**config.mk**
```make
export PLATFORM = sky130hd
export DESIGN_NAME = motor_control_maint_regs
export DESIGN_NICKNAME = d
export VERILOG_FILES = /design/src/motor_regs_pkg.sv /design/src/motor_control_maint_regs.sv
export SDC_FILE = /design/constraint.sdc
export NUM_CORES = 2
export LEC_CHECK = 0
export BUFFER_PORTS_ARGS = -buffer_cell sky130_fd_sc_hd__buf_2
export CORE_AREA = 3 3 372 301
export CTS_BUF_LIST = sky130_fd_sc_hd__clkbuf_4 sky130_fd_sc_hd__clkbuf_8
export DETAILED_ROUTE_END_ITERATION = 8
export DIE_AREA = 0 0 375 304
export SYNTH_ARGS = -nofsm -noshare
export SYNTH_HDL_FRONTEND = slang
export SYNTH_SLANG_ARGS = --single-unit
```
**constraint.sdc**
```tcl
create_clock -name clock -period 7.75 [get_ports clock]
set_clock_uncertainty 0.15 [all_clocks]
set_input_delay 1.1625 -clock clock [delete_from_list [all_inputs] [get_ports clock]]
set_output_delay 1.1625 -clock clock [all_outputs]
set_load 0.05 [all_outputs]
```
**src/motor_regs_pkg.sv**
```systemverilog
// Operation
// - start configuration holds start speed, stator pole count and speed-loop update rate
// - speed-limit register holds the speed ceiling in the low half
// - speed loop gains in low halves, anti-windup threshold and clamp in upper halves
// - torque integral gain and threshold in one word, clamp in proportional word
// - torque-loop select makes the torque field motor power or proportional gain
// - a 22-bit sync delay precedes a start or stop of the motor when scale is 01 and the delay is nonzero
// - scale 00 disables the sync delay, 01 counts it in nanoseconds, others reserved
// - speed-loop clear forces output to input, zero input gives 120 rpm
// - hold bit stops rotation and holds position while set
// - emergency halt engages brakes at once, without sync delay or commit
// - drive-enable bit turns the motor drivers on and off
// - motion mode selects speed slewing or ramped positioning
// - direction bit selects clockwise or counter-clockwise rotation
// - commit copies all holding registers into active registers, otherwise these stay
// - target-speed register holds the requested speed in its low half
// - target-position register holds a signed 32-bit target in degrees
// - current position is reported as signed 32 bits, read only
// - measured speed is reported as unsigned 16 bits in the low half
// - calibrate bit starts ADC offset calibration, clearing it returns to normal
// - quantity select shows current when clear, voltage when set
// - collector skips settle revolutions, then captures for capture revolutions
// - maintenance status bit 2 reports calibration complete
package motor_regs_pkg;

  // ---------------------------------------------------------------
  // register map (byte offsets)
  // ---------------------------------------------------------------
  localparam logic [7:0] OFS_START_CONFIG = 8'h00;
  localparam logic [7:0] OFS_SPEED_LIMIT = 8'h04;
  localparam logic [7:0] OFS_SPEED_INTEGRAL = 8'h08;
  localparam logic [7:0] OFS_SPEED_PROPORTIONAL = 8'h0c;
  localparam logic [7:0] OFS_TORQUE_INTEGRAL = 8'h10;
  localparam logic [7:0] OFS_TORQUE_PROPORTIONAL = 8'h14;
  localparam logic [7:0] OFS_SYNC_CONTROL = 8'h18;
  localparam logic [7:0] OFS_TARGET_SPEED = 8'h1c;
  localparam logic [7:0] OFS_TARGET_POSITION = 8'h20;
  localparam logic [7:0] OFS_CURRENT_POSITION = 8'h24;
  localparam logic [7:0] OFS_SPEED_STATUS = 8'h28;
  localparam logic [7:0] OFS_LIMIT_STATUS = 8'h2c;
  localparam logic [7:0] OFS_MAINT_MAIN = 8'h30;
  localparam logic [7:0] OFS_MAINT_AUX = 8'h34;
  localparam logic [7:0] OFS_MAINT_STATUS = 8'h38;
  localparam int unsigned REG_COUNT = 15;
  localparam logic [31:0] REG_RESET = 32'h0000_0000;

  // ---------------------------------------------------------------
  // sync-control fields
  // ---------------------------------------------------------------
  localparam int unsigned SYNC_DELAY_MSB = 21;
  localparam int unsigned SYNC_SCALE_LSB = 22;
  localparam logic [1:0] SCALE_DISABLED = 2'h0;
  localparam logic [1:0] SCALE_NANOSEC = 2'h1;
  localparam int unsigned BIT_SPEED_CLEAR = 24;
  localparam int unsigned BIT_HOLD = 25;
  localparam int unsigned BIT_TORQUE_SELECT = 26;
  localparam int unsigned BIT_HALT = 27;
  localparam int unsigned BIT_DRIVE_ENABLE = 28;
  localparam int unsigned BIT_MOTION_MODE = 29;
  localparam int unsigned BIT_DIRECTION = 30;
  localparam int unsigned BIT_COMMIT = 31;

  // ---------------------------------------------------------------
  // maintenance fields
  // ---------------------------------------------------------------
  localparam int unsigned BIT_CALIBRATE = 6;
  localparam int unsigned BIT_QUANTITY = 7;
  localparam int unsigned STAT_DONE = 0;
  localparam int unsigned STAT_BUSY = 1;
  localparam int unsigned STAT_CAL_DONE = 2;
  localparam int unsigned STAT_READY = 3;
  localparam logic [16:0] CAPTURE_ZERO_MEANS = 17'h10000;

  // ---------------------------------------------------------------
  // timing and defaults
  // ---------------------------------------------------------------
  localparam int unsigned CLOCK_MHZ = 100;
  localparam logic [22:0] CLOCK_PERIOD_NS = 23'(1000 / CLOCK_MHZ);
  localparam logic [15:0] SPEED_SEED_DEFAULT_RPM = 16'h0078;

  localparam logic [1:0] HTRANS_NONSEQ = 2'h2;
  localparam logic [1:0] HTRANS_SEQ = 2'h3;

  typedef struct packed {
    logic [15:0] start_speed;
    logic [7:0] stator_pole_count;
    logic [7:0] speed_loop_update_rate;
    logic [15:0] speed_ceiling;
    logic [15:0] speed_integral_gain;
    logic [15:0] speed_antiwindup_threshold;
    logic [15:0] speed_proportional_gain;
    logic [15:0] speed_antiwindup_clamp;
    logic [15:0] torque_integral_gain;
    logic [15:0] torque_antiwindup_threshold;
    logic [15:0] torque_antiwindup_clamp;
    logic torque_loop_select;
    logic [9:0] motor_power;
    logic [15:0] torque_proportional_gain;
    logic speed_loop_clear;
    logic [15:0] speed_loop_seed;
    logic [15:0] target_speed;
    logic [31:0] target_position;
    logic motion_mode_select;
    logic direction_ccw;
  } motor_cfg_t;

  typedef struct packed {
    logic drive_enable;
    logic hold_position;
  } motion_t;

  typedef struct packed {
    logic offset_calibrate;
    logic adc_quantity_select;
    logic [7:0] settle_revolutions;
    logic [16:0] capture_revolutions;
    logic [31:0] aux;
  } maint_cfg_t;

  typedef struct packed {
    logic collect_done;
    logic collect_busy;
    logic collect_ready;
    logic offset_calibrate_done_pulse;
    logic [15:0] rotation_count;
  } maint_stat_t;

endpackage
```
**src/motor_control_maint_regs.sv**
```systemverilog
`timescale 1ns/100ps
`default_nettype none
module motor_control_maint_regs (
  // clock and reset
  input wire logic clock,
  input wire logic srst,
  // ahb-lite subordinate
  input wire logic hsel,
  input wire logic [7:0] haddr,
  input wire logic [1:0] htrans,
  input wire logic hwrite,
  input wire logic [2:0] hsize,
  input wire logic [31:0] hwdata,
  input wire logic hready,
  output logic hreadyout,
  output logic hresp,
  output logic [31:0] hrdata,
  // motor logic
  output var motor_regs_pkg::motor_cfg_t motor_cfg,
  output var motor_regs_pkg::motion_t motion,
  output logic brake_engage,
  input wire logic [31:0] current_position,
  input wire logic [15:0] measured_speed,
  // maintenance collector
  output var motor_regs_pkg::maint_cfg_t maint_cfg,
  input wire motor_regs_pkg::maint_stat_t maint_stat
);

  // ---------------------------------------------------------------
  // bus decode
  // ---------------------------------------------------------------
  function automatic logic [31:0] lane_mask(input logic [2:0] size, input logic [1:0] a);
    logic [31:0] m;
    m = 32'h0000_0000;
    case (size)
      3'h0: m[8*a +: 8] = 8'hff;
      3'h1: m[16*a[1] +: 16] = 16'hffff;
      default: m = 32'hffff_ffff;
    endcase
    return m;
  endfunction

  function automatic logic writable(input logic [3:0] idx);
    return (idx <= motor_regs_pkg::OFS_TARGET_POSITION[5:2]) ||
           (idx == motor_regs_pkg::OFS_MAINT_MAIN[5:2]) ||
           (idx == motor_regs_pkg::OFS_MAINT_AUX[5:2]);
  endfunction

  logic [31:0] hold_q [motor_regs_pkg::REG_COUNT];
  logic [3:0] addr_q;
  logic mapped_q;
  logic wr_q;
  logic rd_q;
  logic [31:0] mask_q;
  logic [31:0] hrdata_q;

  wire logic taken = hsel && hready && htrans[1];
  wire logic [3:0] addr_idx = haddr[5:2];
  wire logic addr_mapped = (haddr[7:6] == 2'h0) && (addr_idx < 4'(motor_regs_pkg::REG_COUNT));
  wire logic [3:0] sync_idx = motor_regs_pkg::OFS_SYNC_CONTROL[5:2];
  wire logic wr_now = wr_q && mapped_q && writable(addr_q);
  wire logic [31:0] sync_hold = hold_q[sync_idx];
  wire logic [31:0] maint_hold = hold_q[motor_regs_pkg::OFS_MAINT_MAIN[5:2]];

  // reads wait one cycle so a write just before them is already stored
  assign hreadyout = !rd_q;
  assign hresp = 1'b0;
  assign hrdata = hrdata_q;

  always_ff @(posedge clock) begin
    if (srst) begin
      wr_q <= 1'b0;
      rd_q <= 1'b0;
      addr_q <= 4'h0;
      mapped_q <= 1'b0;
      mask_q <= 32'h0000_0000;
    end else if (hreadyout) begin
      wr_q <= taken && hwrite;
      rd_q <= taken && !hwrite;
      addr_q <= addr_idx;
      mapped_q <= addr_mapped;
      mask_q <= lane_mask(hsize, haddr[1:0]);
    end else begin
      rd_q <= 1'b0;
    end
  end

  // ---------------------------------------------------------------
  // commit handshake
  // ---------------------------------------------------------------
  logic commit_req_q;
  logic commit_ack_q;
  wire logic commit_apply = commit_req_q && !commit_ack_q;

  // the commit bit is held until the active side has taken the copy
  wire logic commit_written = wr_now && (addr_q == sync_idx) &&
                              mask_q[motor_regs_pkg::BIT_COMMIT] &&
                              hwdata[motor_regs_pkg::BIT_COMMIT];

  always_ff @(posedge clock) begin
    if (srst) begin
      commit_req_q <= 1'b0;
      commit_ack_q <= 1'b0;
    end else begin
      commit_req_q <= (commit_req_q && !commit_ack_q) || commit_written;
      commit_ack_q <= commit_apply;
    end
  end

  // ---------------------------------------------------------------
  // holding registers
  // ---------------------------------------------------------------
  genvar gi;
  generate
    for (gi = 0; gi < motor_regs_pkg::REG_COUNT; gi++) begin : g_hold
      wire logic self_clear = (gi == sync_idx) && commit_ack_q && !commit_written;
      always_ff @(posedge clock) begin
        if (srst) begin
          hold_q[gi] <= motor_regs_pkg::REG_RESET;
        end else if (wr_now && addr_q == 4'(gi)) begin
          hold_q[gi] <= (hold_q[gi] & ~mask_q) | (hwdata & mask_q);
        end else if (self_clear) begin
          hold_q[gi][motor_regs_pkg::BIT_COMMIT] <= 1'b0;
        end
      end
    end
  endgenerate

  // ---------------------------------------------------------------
  // status and read mux
  // ---------------------------------------------------------------
  logic cal_done_q;
  logic calibrate_prev_q;
  wire logic calibrate_start = maint_cfg.offset_calibrate && !calibrate_prev_q;

  always_ff @(posedge clock) begin
    if (srst) begin
      cal_done_q <= 1'b0;
      calibrate_prev_q <= 1'b0;
    end else begin
      calibrate_prev_q <= maint_cfg.offset_calibrate;
      // a completion in the same cycle as a new start still counts
      cal_done_q <= maint_stat.offset_calibrate_done_pulse || (cal_done_q && !calibrate_start);
    end
  end

  wire logic [31:0] maint_status_word = {maint_stat.rotation_count, 12'h000,
                                         maint_stat.collect_ready, cal_done_q,
                                         maint_stat.collect_busy, maint_stat.collect_done};
  logic [31:0] read_word;
  always_comb begin
    read_word = 32'h0000_0000;
    if (mapped_q) begin
      if (writable(addr_q)) begin
        read_word = hold_q[addr_q];
      end else if (addr_q == motor_regs_pkg::OFS_CURRENT_POSITION[5:2]) begin
        read_word = current_position;
      end else if (addr_q == motor_regs_pkg::OFS_SPEED_STATUS[5:2]) begin
        read_word = {16'h0000, measured_speed};
      end else if (addr_q == motor_regs_pkg::OFS_MAINT_STATUS[5:2]) begin
        read_word = maint_status_word;
      end
    end
  end

  always_ff @(posedge clock) begin
    if (srst) begin
      hrdata_q <= 32'h0000_0000;
    end else if (rd_q) begin
      hrdata_q <= read_word;
    end
  end

  // ---------------------------------------------------------------
  // active registers
  // ---------------------------------------------------------------
  motor_regs_pkg::motor_cfg_t cfg_q;
  motor_regs_pkg::maint_cfg_t maint_q;
  motor_regs_pkg::motor_cfg_t cfg_d;
  motor_regs_pkg::maint_cfg_t maint_d;

  wire logic [31:0] w_start = hold_q[motor_regs_pkg::OFS_START_CONFIG[5:2]];
  wire logic [31:0] w_limit = hold_q[motor_regs_pkg::OFS_SPEED_LIMIT[5:2]];
  wire logic [31:0] w_sint = hold_q[motor_regs_pkg::OFS_SPEED_INTEGRAL[5:2]];
  wire logic [31:0] w_sprop = hold_q[motor_regs_pkg::OFS_SPEED_PROPORTIONAL[5:2]];
  wire logic [31:0] w_tint = hold_q[motor_regs_pkg::OFS_TORQUE_INTEGRAL[5:2]];
  wire logic [31:0] w_tprop = hold_q[motor_regs_pkg::OFS_TORQUE_PROPORTIONAL[5:2]];
  wire logic [31:0] w_tspd = hold_q[motor_regs_pkg::OFS_TARGET_SPEED[5:2]];
  wire logic torque_sel = sync_hold[motor_regs_pkg::BIT_TORQUE_SELECT];
  wire logic speed_clear = sync_hold[motor_regs_pkg::BIT_SPEED_CLEAR];

  always_comb begin
    cfg_d.start_speed = w_start[15:0];
    cfg_d.stator_pole_count = w_start[23:16];
    cfg_d.speed_loop_update_rate = w_start[31:24];
    cfg_d.speed_ceiling = w_limit[15:0];
    cfg_d.speed_integral_gain = w_sint[15:0];
    cfg_d.speed_antiwindup_threshold = w_sint[31:16];
    cfg_d.speed_proportional_gain = w_sprop[15:0];
    cfg_d.speed_antiwindup_clamp = w_sprop[31:16];
    cfg_d.torque_integral_gain = w_tint[15:0];
    cfg_d.torque_antiwindup_threshold = w_tint[31:16];
    cfg_d.torque_antiwindup_clamp = w_tprop[31:16];
    cfg_d.torque_loop_select = torque_sel;
    cfg_d.motor_power = torque_sel ? 10'h000 : w_tprop[9:0];
    cfg_d.torque_proportional_gain = torque_sel ? w_tprop[15:0] : 16'h0000;
    cfg_d.speed_loop_clear = speed_clear;
    cfg_d.speed_loop_seed = (w_tspd[15:0] == 16'h0000) ?
                            motor_regs_pkg::SPEED_SEED_DEFAULT_RPM : w_tspd[15:0];
    cfg_d.target_speed = w_tspd[15:0];
    cfg_d.target_position = hold_q[motor_regs_pkg::OFS_TARGET_POSITION[5:2]];
    cfg_d.motion_mode_select = sync_hold[motor_regs_pkg::BIT_MOTION_MODE];
    cfg_d.direction_ccw = sync_hold[motor_regs_pkg::BIT_DIRECTION];
    maint_d.offset_calibrate = maint_hold[motor_regs_pkg::BIT_CALIBRATE];
    maint_d.adc_quantity_select = maint_hold[motor_regs_pkg::BIT_QUANTITY];
    maint_d.settle_revolutions = maint_hold[15:8];
    maint_d.capture_revolutions = (maint_hold[31:16] == 16'h0000) ?
                                  motor_regs_pkg::CAPTURE_ZERO_MEANS :
                                  {1'b0, maint_hold[31:16]};
    maint_d.aux = hold_q[motor_regs_pkg::OFS_MAINT_AUX[5:2]];
  end

  always_ff @(posedge clock) begin
    if (srst) begin
      cfg_q <= '0;
      maint_q <= '0;
    end else if (commit_apply) begin
      cfg_q <= cfg_d;
      maint_q <= maint_d;
    end
  end

  assign motor_cfg = cfg_q;
  assign maint_cfg = maint_q;

  // ---------------------------------------------------------------
  // sync delay before start and stop
  // ---------------------------------------------------------------
  typedef enum logic {SYNC_IDLE, SYNC_WAIT} sync_state_t;
  sync_state_t sync_state_q;
  logic [21:0] delay_ns_q;
  logic [22:0] elapsed_ns_q;
  motor_regs_pkg::motion_t pending_q;
  motor_regs_pkg::motion_t motion_q;
  motor_regs_pkg::motion_t motion_d;
  logic brake_q;

  wire logic [1:0] scale = sync_hold[motor_regs_pkg::SYNC_SCALE_LSB +: 2];
  wire logic [21:0] delay_field = sync_hold[motor_regs_pkg::SYNC_DELAY_MSB:0];
  // reserved scale codes fall back to no delay
  wire logic delay_used = (scale == motor_regs_pkg::SCALE_NANOSEC) &&
                          (delay_field != 22'h000000);
  wire logic [22:0] elapsed_next = elapsed_ns_q + motor_regs_pkg::CLOCK_PERIOD_NS;
  wire logic delay_over = elapsed_next >= {1'b0, delay_ns_q};

  assign motion_d.drive_enable = sync_hold[motor_regs_pkg::BIT_DRIVE_ENABLE];
  assign motion_d.hold_position = sync_hold[motor_regs_pkg::BIT_HOLD];

  always_ff @(posedge clock) begin
    if (srst) begin
      sync_state_q <= SYNC_IDLE;
      delay_ns_q <= 22'h000000;
      elapsed_ns_q <= 23'h000000;
      pending_q <= '0;
      motion_q <= '0;
    end else begin
      case (sync_state_q)
        SYNC_IDLE: begin
          if (commit_apply && delay_used) begin
            sync_state_q <= SYNC_WAIT;
            delay_ns_q <= delay_field;
            elapsed_ns_q <= 23'h000000;
            pending_q <= motion_d;
          end else if (commit_apply) begin
            motion_q <= motion_d;
          end
        end
        SYNC_WAIT: begin
          elapsed_ns_q <= elapsed_next;
          if (delay_over) begin
            motion_q <= pending_q;
            sync_state_q <= SYNC_IDLE;
          end
        end
        default: sync_state_q <= SYNC_IDLE;
      endcase
    end
  end

  // the halt acts on the holding copy directly: no commit, no delay
  always_ff @(posedge clock) begin
    if (srst) begin
      brake_q <= 1'b0;
    end else begin
      brake_q <= sync_hold[motor_regs_pkg::BIT_HALT];
    end
  end

  assign motion = motion_q;
  assign brake_engage = brake_q;

  logic [22:0] wait_cycles_q;
  logic [22:0] expected_cycles_q;
  always_ff @(posedge clock) begin
    if (srst || sync_state_q == SYNC_IDLE) begin
      wait_cycles_q <= 23'h000000;
    end else begin
      wait_cycles_q <= wait_cycles_q + 23'h000001;
    end
  end
  always_ff @(posedge clock) begin
    if (srst) begin
      expected_cycles_q <= 23'h000000;
    end else if (commit_apply) begin
      expected_cycles_q <= 23'(({1'b0, delay_field} + motor_regs_pkg::CLOCK_PERIOD_NS
                          - 23'h000001) / motor_regs_pkg::CLOCK_PERIOD_NS);
    end
  end
endmodule // motor_control_maint_regs
`default_nettype wire

```
==> results.cfg <==
[routing]
viasPerCell = 5.23
drt_first_iter_violations = 3165
drc = 0
ant_nets = 0
first_pass_iters = 5
vias = 29700
drt_wl_total_microns = 132000
post_drt_wl_per_cell_microns = 23.3

[cts]
cts_root_buffer = clkbuf_8
cts-resized-gates = 0
post_cts_buffers = 0
cts_tree = built
clock_latency_ns = 0.85
h-tree-depth = 4
cts_hold_buf = 0
cts_made_buffers = 150
clk_pin_slew_worst_paths_ns = 0.06
cts_buffer_depth = 3
clkSinkCount = 894

[layout]
utilization = 0.415
syn_to_final_growth_pct = 18.6
final_cell_mix = nand2_1 (1,078), a21oi_1 (705), edfxtp_1 (480)
drive_above_1_share = 0.227
layout.nets = 4247
layout_commonest_cell = nand2_1

[setup_path]
worst-setup-path-type = flip-flop to flip-flop
r2r_slack_ns = 3.90
worstReg2RegEnd = sync_state_q
reg2reg_depth = 12
crit_arrival_ns = 4.44
cp-startpoint = elapsed_ns_q[1]
crit_cells = 12
crit-reg2reg-launch = elapsed_ns_q[1]
cp-end-kind = flip-flop
cp_top_family = simple AND/OR/NAND/NOR gates
path_cells = ha_1, o2111ai_1, nor3_1, nand3_1, xnor2_1, ha_1, nand4_1, nor4_1, nand2_1, a31oi_1, nor3_1, o21ba_2
critPathBufInv = 0
path_max_fanout = 6
slowest_delay_ns = 0.52
startpoint_type = flip-flop
crit_required_ns = 8.34
endpoint = sync_state_q
cp_slowest_cell = nor4_1

[synth]
synthFlopType = edfxtp_1
synthArstFlopShare = 0
ys_seq_area_frac = 0.600
syn_area_per_cell_sq_um = 10.5
synth-edff-count = 480
synth_cells = 3612
syn-cell-area_sq_um = 37800
yosysWarnings = 0
yosys_register_bits = 894
ys_types = 69

[global_route]
busiest_layer = met2
grt.total_usage = 0.225
met3_usage = 0.0547
grt-ovfl-total = 0
met2_usage = 0.359
antenna_found_initial = 13
grt_pass1_wl_microns = 191000
grt_use_met1 = 0.299
grt_pass1_vias = 28000
grt_max_degree = 162

[hold_path]
hold_start = motor_cfg[9]
hold_depth = 2
hold_class = flip-flop to flip-flop

[floorplan]
die_area_sq_um = 114000
rows = 108
initial_core_util = 0.350
fp.coreArea_sq_um = 108000
pin_count = 468
die_h_microns = 304
die_w_microns = 375

[timing]
hold_violations = 0
rsz0062_at_grt = false
finalSetupViolations = 0
period_needed_ns = 3.85
slew_violations = 0
fin_crit_sh = 0.497
relSlewSlack = 0.207
worstMarginPinSlew_ns = 1.19
fin_ws_ns = 3.90
finalSetupTns_ns = 0
fmax_mhz = 260

[pwr]
vdd_ir_drop_max_v = 0.000149
p_leak_nw = 16.7
p_per_area_nw_per_um2 = 230

[job]
maxCapViolCount = 0

[placed_design]
io_buffers = 465
hpwl_microns = 90200
dpl_worst_slack_ns = 3.71
gp_congestion = 0.862

[outcome]
status = completed
[power breakdown]
group	total [mW]	switching, mW	internal, mW
Clock	4.53	1.99	2.53
Combinational	0.563	0.376	0.187
Sequential	5.23	0.111	5.11
Total	10.3	2.48	7.83
[worst reg2reg max path, delay by kind of cell (launching register included)]
| family | cells | cell delay (ns) |
|---|---|---|
| and+or+nand+nor | 6 | 1.58 |
| AOI/OAI and AO/OA | 3 | 0.86 |
| adders and majority gates | 2 | 0.57 |
| DFF | 1 | 0.39 |
| xor gates and xnor gates | 1 | 0.19 |
[cell usage after synthesis (18+ instances only)]
master,count,area (sq um)
nand3b_1,18,135
o221ai_1,32,280
mux2i_1,43,430
nor2_1,48,180
buf_2,22,110
nand2_1,1082,4060
nand3_1,37,185
ha_1,22,275
mux4_2,122,2750
a22oi_1,40,300
a21oi_1,705,3530
o21ai_0,43,215
inv_1,52,195
clkbuf_1,248,931
edfxtp_1,480,14400
dfxtp_1,414,8290
[cell families (layout without fill, tap and decap cells)]
family	Yosys count	in the layout	synth area share
buffers and inverters	354	847	0.0389
adders and majority gates	22	22	0.00727
DFF	894	894	0.600
other	1	133	0.0000991
and+or+nand+nor	1266	1266	0.135
AOI/OAI and AO/OA	884	884	0.128
xor gates and xnor gates	20	20	0.00463
muxes	171	171	0.0858
[metal layers]
layer  wire length (microns)  share of wire
met5                      69        0.00052
met4                    3670          0.028
met3                   11800          0.089
met2                   62000           0.47
met1                   54400           0.41
[flip-flops by register name, indices dropped and copies added, names as in the netlist, 2 cells and up, named ones only]
name / flops
delay_ns_q: 22
addr_q: 4
hold_q: 480
motion: 2
elapsed_ns_q: 22
motor_cfg: 254
mask_q: 4
hrdata: 32
maint_cfg: 59
pending_q: 2
[worst min-delay path by stage]
stage                    end
5_1_grt        motor_cfg[61]
2_1_floorplan  delay_ns_q[0]
4_1_cts        motor_cfg[62]
6_report        motor_cfg[9]
3_3_place_gp   motor_cfg[85]
3_5_place_dp   motor_cfg[62]
[layout make-up]
class                   count  area (sq um)
fillers                 10500         63400
flip-flops and latches    894         22700
multi-input cells        2492         14200
clock buffers             243          2980
repair buffers            512          2720
well taps                1430          1790
clock inverters            35           268
inverters                  57           214
diodes                      4          10.0
[stage by stage]
stage | instances | total power, mW | hold slack [ns] | cell area (sq um)
after global routing | 5666 | 10.7 | 0.312 | 44900
after global placement | 5385 | 5.88 | 0.289 | 41600
final | 5667 | 10.3 | 0.300 | 44900
after CTS | 5663 | 10.4 | 0.300 | 44900
after detailed placement | 5385 | 5.89 | 0.293 | 41600
after floorplan | 3740 | 5.63 | 0.281 | 38300
No activity file was read; power rests on OpenSTA's default activity.
